`src/shared/input_mapper_map.vh`:
```
// Register map, selection codes and fixed assignments of the input mapper.
// Behaviour
// - Each input has selector; configurable inputs route per selection
// - Local mode: allowed functions follow startup mode
// - Enable and power-removal inputs are fixed
// - Fieldbus mode offers only the listed functions
// - Code 1 leaves input unassigned
// - Code 2 resets pending error
// - Code 5 starts positioning, fieldbus only
// - Code 6 enables positive move, local only
// - Code 7 enables negative move, local only
// - Code 8 limits speed, local only
// - Code 9 jogs clockwise, jog mode only
// - Code 10 jogs counterclockwise, jog only
// - Code 13 is motion-sequence start request
// - Code 14 selects sequence restart from zero
// - Code 20 is homing reference switch
// - Code 21 is positive travel limit
// - Code 22 is negative travel limit
// - Positioning starts on input rising edge
// - Positive switch falling edge locks positive references
`ifndef INPUT_MAPPER_MAP_VH
`define INPUT_MAPPER_MAP_VH
`define SEL_BASE_ADDR 16'h0702
`define SEL_RESET 16'h0000
`define CODE_FREE 16'h0001
`define CODE_FAULT_RESET 16'h0002
`define CODE_HALT 16'h0004
`define CODE_START_POS 16'h0005
`define CODE_POS_ENABLE 16'h0006
`define CODE_NEG_ENABLE 16'h0007
`define CODE_SPEED_LIMIT 16'h0008
`define CODE_JOG_POS 16'h0009
`define CODE_JOG_NEG 16'h000A
`define CODE_JOG_FAST 16'h000B
`define CODE_SEQ_START 16'h000D
`define CODE_SEQ_SELECT 16'h000E
`define CODE_REF_SWITCH 16'h0014
`define CODE_POS_LIMIT 16'h0015
`define CODE_NEG_LIMIT 16'h0016
`define CODE_ENABLE2 16'h0017
`define MODE_JOG 2'h0
`define MODE_GEAR 2'h1
`define MODE_SPEED 2'h2
`define MODE_CURRENT 2'h3
`endif

```
`src/core/digital_input_function_mapper.v`:
```
// Routes seven digital inputs to drive functions under selection registers.
`include "input_mapper_map.vh"
module digital_input_function_mapper (
   input wire i_ref_clk,
   input wire i_reset,
   input wire [6:0] i_digital_inputs,
   input wire i_fieldbus_mode,
   input wire [1:0] i_startup_mode,
   input wire i_wr_en,
   input wire [15:0] i_addr,
   input wire [15:0] i_wr_data,
   output reg [15:0] o_rd_data,
   output reg o_wr_reject,
   output reg o_fault_reset,
   output reg o_enable,
   output reg o_halt,
   output reg o_power_removal_a,
   output reg o_power_removal_b,
   output reg o_start_positioning,
   output reg o_pos_move_enable,
   output reg o_neg_move_enable,
   output reg o_pos_ref_locked,
   output reg o_speed_limit,
   output reg o_jog_pos,
   output reg o_jog_neg,
   output reg o_jog_fast,
   output reg o_enable2,
   output reg o_seq_start,
   output reg o_seq_select,
   output reg o_reference_switch,
   output reg o_positive_travel_limit,
   output reg o_negative_travel_limit
);
   // Selector registers for inputs one to seven at consecutive addresses.
   reg [15:0] sel_r [0:6];
   reg [6:0] sync1_r;
   reg [6:0] sync2_r;
   reg [6:0] prev_r;
   reg pos_switch_prev_r;
   reg pos_lock_r;
   wire [15:0] idx = i_addr - `SEL_BASE_ADDR;
   wire addr_hit = (i_addr >= `SEL_BASE_ADDR) && (idx < 16'h0007);
   wire [2:0] widx = idx[2:0];

   // Legality of a code on a given input under the present modes.
   function code_ok;
      input [2:0] n;
      input [15:0] c;
      input fb;
      input [1:0] sm;
      reg cfg;
      begin
         // Inputs one, two, four and seven carry configurable functions.
         cfg = (n == 3'd0) || (n == 3'd1) || (n == 3'd3) || (n == 3'd6);
         code_ok = 1'b0;
         if (cfg) begin
            if (fb) begin
               case (c)
                  `CODE_FREE: code_ok = 1'b1;
                  `CODE_START_POS: code_ok = 1'b1;
                  `CODE_HALT: code_ok = (n == 3'd3);
                  `CODE_REF_SWITCH: code_ok = (n == 3'd0);
                  `CODE_NEG_LIMIT: code_ok = (n == 3'd1);
                  default: code_ok = 1'b0;
               endcase
            end else begin
               case (c)
                  `CODE_FREE: code_ok = 1'b1;
                  `CODE_FAULT_RESET: code_ok = (n == 3'd1);
                  `CODE_HALT: code_ok = (n == 3'd3);
                  `CODE_POS_ENABLE, `CODE_NEG_ENABLE:
                     code_ok = (sm == `MODE_GEAR) || (sm == `MODE_SPEED);
                  `CODE_SPEED_LIMIT:
                     code_ok = (sm != `MODE_JOG);
                  `CODE_JOG_POS, `CODE_JOG_NEG,
                  `CODE_JOG_FAST:
                     code_ok = (sm == `MODE_JOG);
                  `CODE_ENABLE2: code_ok = (n == 3'd6);
                  `CODE_SEQ_START, `CODE_SEQ_SELECT: code_ok = 1'b1;
                  default: code_ok = 1'b0;
               endcase
            end
         end
      end
   endfunction

   integer k;
   always @(posedge i_ref_clk or posedge i_reset) begin
      if (i_reset) begin
         for (k = 0; k < 7; k = k + 1) begin
            sel_r[k] <= `SEL_RESET;
         end
         o_wr_reject <= 1'b0;
      end else begin
         o_wr_reject <= 1'b0;
         if (i_wr_en && addr_hit) begin
            if (code_ok(widx, i_wr_data, i_fieldbus_mode, i_startup_mode))
               sel_r[widx] <= i_wr_data;
            else
               o_wr_reject <= 1'b1;
         end else if (i_wr_en) begin
            o_wr_reject <= 1'b1;
         end
      end
   end

   always @(*) begin
      o_rd_data = 16'h0000;
      if (addr_hit) begin
         o_rd_data = sel_r[widx];
      end
   end

   // Pin inputs pass two flops before any use.
   always @(posedge i_ref_clk or posedge i_reset) begin
      if (i_reset) begin
         sync1_r <= 7'h00;
         sync2_r <= 7'h00;
         prev_r <= 7'h00;
      end else begin
         sync1_r <= i_digital_inputs;
         sync2_r <= sync1_r;
         prev_r <= sync2_r;
      end
   end

   // A code stored under one mode may be illegal after a mode change, so
   // every route is re-gated by the current legality.
   reg [6:0] act;
   reg f_fr, f_ha, f_sp, f_pe, f_ne, f_sl, f_jp, f_jn, f_jf;
   reg f_e2, f_ss, f_sx, f_rf, f_pl, f_nl;
   integer j;
   always @(*) begin
      f_fr = 1'b0; f_ha = 1'b0; f_sp = 1'b0; f_pe = 1'b0; f_ne = 1'b0;
      f_sl = 1'b0; f_jp = 1'b0; f_jn = 1'b0; f_jf = 1'b0; f_e2 = 1'b0;
      f_ss = 1'b0; f_sx = 1'b0; f_rf = 1'b0; f_pl = 1'b0; f_nl = 1'b0;
      act = 7'h00;
      for (j = 0; j < 7; j = j + 1) begin
         if (code_ok(j[2:0], sel_r[j], i_fieldbus_mode, i_startup_mode)) begin
            act[j] = 1'b1;
            case (sel_r[j])
               `CODE_FAULT_RESET: f_fr = f_fr | sync2_r[j];
               `CODE_HALT: f_ha = f_ha | sync2_r[j];
               `CODE_START_POS:
                  f_sp = f_sp | (sync2_r[j] & ~prev_r[j]);
               `CODE_POS_ENABLE: f_pe = f_pe | sync2_r[j];
               `CODE_NEG_ENABLE: f_ne = f_ne | sync2_r[j];
               `CODE_SPEED_LIMIT: f_sl = f_sl | sync2_r[j];
               `CODE_JOG_POS: f_jp = f_jp | sync2_r[j];
               `CODE_JOG_NEG: f_jn = f_jn | sync2_r[j];
               `CODE_JOG_FAST: f_jf = f_jf | sync2_r[j];
               `CODE_ENABLE2: f_e2 = f_e2 | sync2_r[j];
               `CODE_SEQ_START: f_ss = f_ss | sync2_r[j];
               `CODE_SEQ_SELECT: f_sx = f_sx | sync2_r[j];
               `CODE_REF_SWITCH: f_rf = f_rf | sync2_r[j];
               `CODE_POS_LIMIT: f_pl = f_pl | sync2_r[j];
               `CODE_NEG_LIMIT: f_nl = f_nl | sync2_r[j];
               default: act[j] = 1'b0;
            endcase
         end
      end
   end

   always @(posedge i_ref_clk or posedge i_reset) begin
      if (i_reset) begin
         pos_switch_prev_r <= 1'b0;
         pos_lock_r <= 1'b0;
         o_fault_reset <= 1'b0;
         o_enable <= 1'b0;
         o_halt <= 1'b0;
         o_power_removal_a <= 1'b0;
         o_power_removal_b <= 1'b0;
         o_start_positioning <= 1'b0;
         o_pos_move_enable <= 1'b0;
         o_neg_move_enable <= 1'b0;
         o_pos_ref_locked <= 1'b0;
         o_speed_limit <= 1'b0;
         o_jog_pos <= 1'b0;
         o_jog_neg <= 1'b0;
         o_jog_fast <= 1'b0;
         o_enable2 <= 1'b0;
         o_seq_start <= 1'b0;
         o_seq_select <= 1'b0;
         o_reference_switch <= 1'b0;
         o_positive_travel_limit <= 1'b0;
         o_negative_travel_limit <= 1'b0;
      end else begin
         // Input three is enable locally, the positive limit on fieldbus.
         o_enable <= ~i_fieldbus_mode & sync2_r[2];
         o_positive_travel_limit <= f_pl |
            (i_fieldbus_mode & sync2_r[2]);
         o_power_removal_a <= sync2_r[4];
         o_power_removal_b <= sync2_r[5];
         o_fault_reset <= f_fr;
         o_halt <= f_ha;
         o_start_positioning <= f_sp & i_fieldbus_mode;
         o_pos_move_enable <= f_pe;
         o_neg_move_enable <= f_ne;
         // A falling switch edge sets the lock and a rising edge clears it, so only
         // negative references run until the switch is active again.
         pos_switch_prev_r <= f_pe;
         if (f_pe != pos_switch_prev_r)
            pos_lock_r <= ~f_pe;
         o_pos_ref_locked <= pos_lock_r;
         o_speed_limit <= f_sl;
         o_jog_pos <= f_jp;
         o_jog_neg <= f_jn;
         o_jog_fast <= f_jf;
         o_enable2 <= f_e2;
         o_seq_start <= f_ss;
         o_seq_select <= f_sx;
         o_reference_switch <= f_rf;
         o_negative_travel_limit <= f_nl;
      end
   end
endmodule

```
`config.mk`:
```
export PLATFORM = sky130hd
export DESIGN_NAME = digital_input_function_mapper
export DESIGN_NICKNAME = d
export VERILOG_FILES = /design/src/core/digital_input_function_mapper.v
export VERILOG_INCLUDE_DIRS = /design/src /design/src/shared
export SDC_FILE = /design/constraint.sdc
export NUM_CORES = 1
export LEC_CHECK = 0
export BUFFER_PORTS_ARGS = -buffer_cell sky130_fd_sc_hd__buf_2
export CORE_MARGIN = 2
export CORE_UTILIZATION = 59
export CTS_CLUSTER_SIZE = 28
export DETAILED_ROUTE_END_ITERATION = 10
export MAX_ROUTING_LAYER = met4
export PLACE_DENSITY = 0.8
export SYNTH_ARGS = -nofsm -noshare
export SYNTH_HDL_FRONTEND = slang
export SYNTH_SLANG_ARGS = --single-unit
```
`constraint.sdc`:
```
create_clock -name i_ref_clk -period 6.2 [get_ports i_ref_clk]
set_input_delay 1.24 -clock i_ref_clk [delete_from_list [all_inputs] [get_ports i_ref_clk]]
set_output_delay 1.24 -clock i_ref_clk [all_outputs]
set_load 0.02 [all_outputs]
```
; After elaboration in Yosys (flattened, before gate mapping)
; Index checks and enable logic that the tools add are counted.
[totals]
register_bits = 154
wordCells = 359
[op_classes]
n_addsub = 1
magnitude_cmp = 4
eq_ne = 85
mux = 147
bitwise = 60
reduce_logical = 31
[op_table]
columns = operator, n
row1 = $eq A16 B4 Y1 const B, 30
row2 = $eq A16 B3 Y1 const B, 20
row3 = $eq A16 B5 Y1 const B, 19
row4 = $mux W1, 134
row5 = $bwmux W112, 1
row6 = $eq A16 B1 Y1 const B, 5
row7 = $eq A16 B2 Y1 const B, 5
row8 = $mux W16, 4
row9 = $bmux W16 S3, 1
row10 = $demux W16 S3, 1
row11 = $or A1 B1 Y1, 46
row12 = $reduce_or A3 Y1, 10
row13 = $pmux W1 S4, 5
row14 = $ge A16 B11 Y1 const B, 1
row15 = $lt A16 B3 Y1 const B, 1
row16 = $sub A16 B11 Y16 const B, 1
row17 = $reduce_or A2 Y1, 7
row18 = $reduce_or A4 Y1, 3
row19 = $and A1 B1 Y1, 7
row20 = $pmux W1 S7, 1
row21 = $not A1 Y1, 6
row22 = $ge A4 B4 Y1 const B, 1
row23 = $logic_or A1 B1 Y1, 4
row24 = $lt A4 B1 Y1 const B, 1
row25 = other kinds (12), 14

; Depth between registers and ports, before layout
[depth]
word_depth = 15
mapped_depth = 13
mapped_depth_nobuf = 8

; Worst setup path after synthesis
; No wires, ideal clock.
[synth_path]
path_type = input -> output
from = in i_addr[1]
to = out o_rd_data[10]
arrival_time_ns = 3.983
setup_slack_ns = 0.977
path_stages = 12
path_cell_list = buf_2 buf_2 clkinv_1 buf_1 ha_1 nor2_1 nand3_1 a2111oi_1 and4_1 nand2_1 clkbuf_1 nor2_1
[synth_via]
elab_chain_cells = 6
[synth_lines]
columns = item, line
row1 = "start, declared", digital_input_function_mapper.v:10  ; input wire [15:0] i_addr,
row2 = "parallel branches: the longest is 5 deep, another holds $sub A16 B11 Y16", n/a
row3 = $mux W16 (*), digital_input_function_mapper.v:109  ; if (addr_hit) begin
row4 = "end, declared", digital_input_function_mapper.v:12  ; output reg [15:0] o_rd_data,
; Mark *: on every way between the ends. The select of a mux whose other input is x is not followed.

; Worst setup path after layout
[layout_path]
from = in i_addr[1]
to = out o_rd_data[11]
; Same word-level chain as after synthesis.

==> results.md <==
- Sequential-to-total area share from yosys stat: 0.501
- Worst-path clk slew: 0.06 ns
- Overflow after GRT: 0
- CP Capture Type: output port
- Final period util: 0.795
- Final min period: 4.93 ns
- DR vias: 5904
- Via/cell ratio: 6.31
- Gr usage total: 0.306
- Nets@finish: 802
- Floorplan core area: 0.0126 sq mm
- Die ar.: 0.0137 sq mm
- Inserted Diodes: 0
- Pin slew with the least headroom to its limit: 0.992 ns
- Root Driver: clkbuf_16
- Max clock buf depth: 2
- Fmax: 203 MHz
- Flop2flop setup slack: 3.44 ns
- RSZ-0062 raised after global routing: no
- Post-CTS Setup Bufs: 0
- Placed cell count: 904
- First-pass GRT wire length: 30500 um
- Layout cell share with drive strength beyond 1: 0.253
- Clock Skews: 0.0114 ns
- Initial Util: 0.600
- I/O Pins: 81
- Setup_tns: 0 ns
- Die Height: 117 um
- Area Overhead vs Synth: 14.7%
- End of the critical path: o_rd_data[11]
- CTS tree: yes
- Number of routed nets with antenna violations: 0
- # DRC: 0
- Reg2Reg Depth: 7
- Routed WL: 19100 um
- Lkg Pwr: 4.09 nW
- Endpoints failing setup: 0
- 1st-pass router iterations: 8
- Largest net degree at the start of global routing: 109
- Rows: 41
- Number of flops mapped to enable cells by yosys: 0
- Most common cell after layout, fill and taps aside: dfrtp_1
- Reg2reg start: sel_r[8]$_DFFE_PP0P_
- Synth Flop Type: dfrtp_1
- I/O Buffers: 80
- Mapped Cells: 678
- Die Wd: 117 um
- Post-DP Area: 0.00808 sq mm
- Net Count, Synth: 729
- CTS Sinks: 151
- H-tree depth: 4
- Pwr Total: 2.13 mW
- Post-route setup slack: 1.27 ns
- Fin cells: 935
- Hold bufs inserted after CTS: 0
- Hold_ws: 0.346 ns
- Core Util, Final: 0.689
- Cell area after synthesis: 0.00755 sq mm
- DR iter-0 viols: 730
- Synth Area per Inst: 11.1 sq um
- Clk_lat worst skew: 0.43 ns
- Asr flop ratio synth: 1.00
- Crit Path Class: in -> out
- Status: finished clean
- Slew Limit Fails: 0
- Setup crit start kind: input pin
- Crit path from: i_addr[1]
- Total CTS buffers: 17
- Final HPWL DP: 13200 um
- Resized Gates After CTS: 0
- Power Density: 246 mW/mm^2
- Yosys reg bits: 151
- Final Hold Vio Count: 0
- Worst vdd ir: 171 uV
- Pre-CTS WS: 1.34 ns
- Crit Path Max Fanout: 31
- CP arrival: 3.69 ns
- Worst reg2reg path endpoint: o_jog_fast$_DFF_PP0_
- Routed len/inst: 20.5 um
- Max cap viols: 0
- Synth warn: 0
- Slew HR: 0.334
- GPL Wtd Cong: 0.973
- Required time of the critical path: 4.96 ns
- HP Class: reg -> reg
- Yosys cell types: 74
- Vias in the first global route: 5700
- Initial antenna violation count: 0
- Most frequent cells in the layout: dfrtp_1 (151), nor2b_1 (85), buf_2 (80), nor2_1 (69), a21oi_1 (39)
- Post-Layout Inst Area: 0.00866 sq mm
[cells by family after synthesis]
logic type / share of synthesized area
AO/OA/AOI/OAI: 0.0867
XOR/XNOR: 0.00696
adder cells (fa/ha/maj): 0.0113
buffers and inverters: 0.0305
flip-flops: 0.501
multiplexers: 0.126
AND/OR/NAND/NOR: 0.238
[synth_stat cells, types with 6 or more instances]
cell type	number	area, sq um
nand2b_1	14	87.6
mux2i_1	21	210
mux4_2	16	360
xnor2_1	6	52.6
nand4_1	9	56.3
nor2_1	69	259
mux2_2	34	383
nor4_4	7	149
nor2b_1	85	532
nand2_1	25	93.8
nand3_1	12	60.1
dfrtp_1	151	3780
nor4_1	18	113
nor3_1	13	65.1
a21oi_1	39	195
ha_1	6	75.1
buf_1	6	22.5
clkbuf_1	20	75.1
buf_2	9	45.0
inv_1	10	37.5
nand3b_1	6	45.0
nand4b_1	6	52.6
and3_1	6	37.5
[metal layers]
layer | track usage | share of wire | vias to the layer above
met5 | - | 0 | -
met4 | 0.114 | 0.031 | 0
met3 | 0.0499 | 0.074 | 63
met2 | 0.483 | 0.48 | 319
met1 | 0.406 | 0.41 | 2910
li1 | - | - | 2612
[worst min path at each step]
stage / slack, ns / from / cells after the start / to
after floorplan: 0.33 / sync2_r[4]$_DFF_PP0_ / 0 / prev_r[4]$_DFF_PP0_
after global placement: 0.33 / sync1_r[2]$_DFF_PP0_ / 0 / sync2_r[2]$_DFF_PP0_
after detailed placement: 0.34 / sync2_r[5]$_DFF_PP0_ / 0 / prev_r[5]$_DFF_PP0_
after CTS: 0.35 / sync1_r[5]$_DFF_PP0_ / 0 / sync2_r[5]$_DFF_PP0_
after global routing: 0.35 / sync1_r[5]$_DFF_PP0_ / 0 / sync2_r[5]$_DFF_PP0_
final: 0.35 / sync1_r[5]$_DFF_PP0_ / 0 / sync2_r[5]$_DFF_PP0_
[cell type report]
cell class	instances	area, sq um
Inverter	11	46.3
Timing Repair Buffer	94	505
Multi-Input combinational cell	476	3540
Fill cell	919	3910
Clock inverter	12	130
Clock buffer	19	443
Tap cell	172	215
Sequential cell	151	3780
[sequential cells by signal, indices dropped and copies added, names as in the netlist, 6 cells and up]
signal and cells:
sync1_r 7, sel_r 112, prev_r 6, sync2_r 7
[power breakdown]
group | leakage [nW] | total (mW) | switching, mW | internal [mW]
Combinational | 1.78 | 0.130 | 0.0890 | 0.0410
Clock | 0.279 | 1.00 | 0.405 | 0.599
Sequential | 2.03 | 0.997 | 0.00309 | 0.994
Total | 4.09 | 2.13 | 0.497 | 1.63
[worst max-delay path: stages]
cell,delay (ns)
buf_2,0.09
buf_4,0.39
or3_1,0.17
nand3_1,0.07
a2111oi_1,0.56
and4_1,0.25
nand2_1,0.43
nor2_1,0.28
buf_2,0.20
No activity file was read; power rests on OpenSTA's default activity.
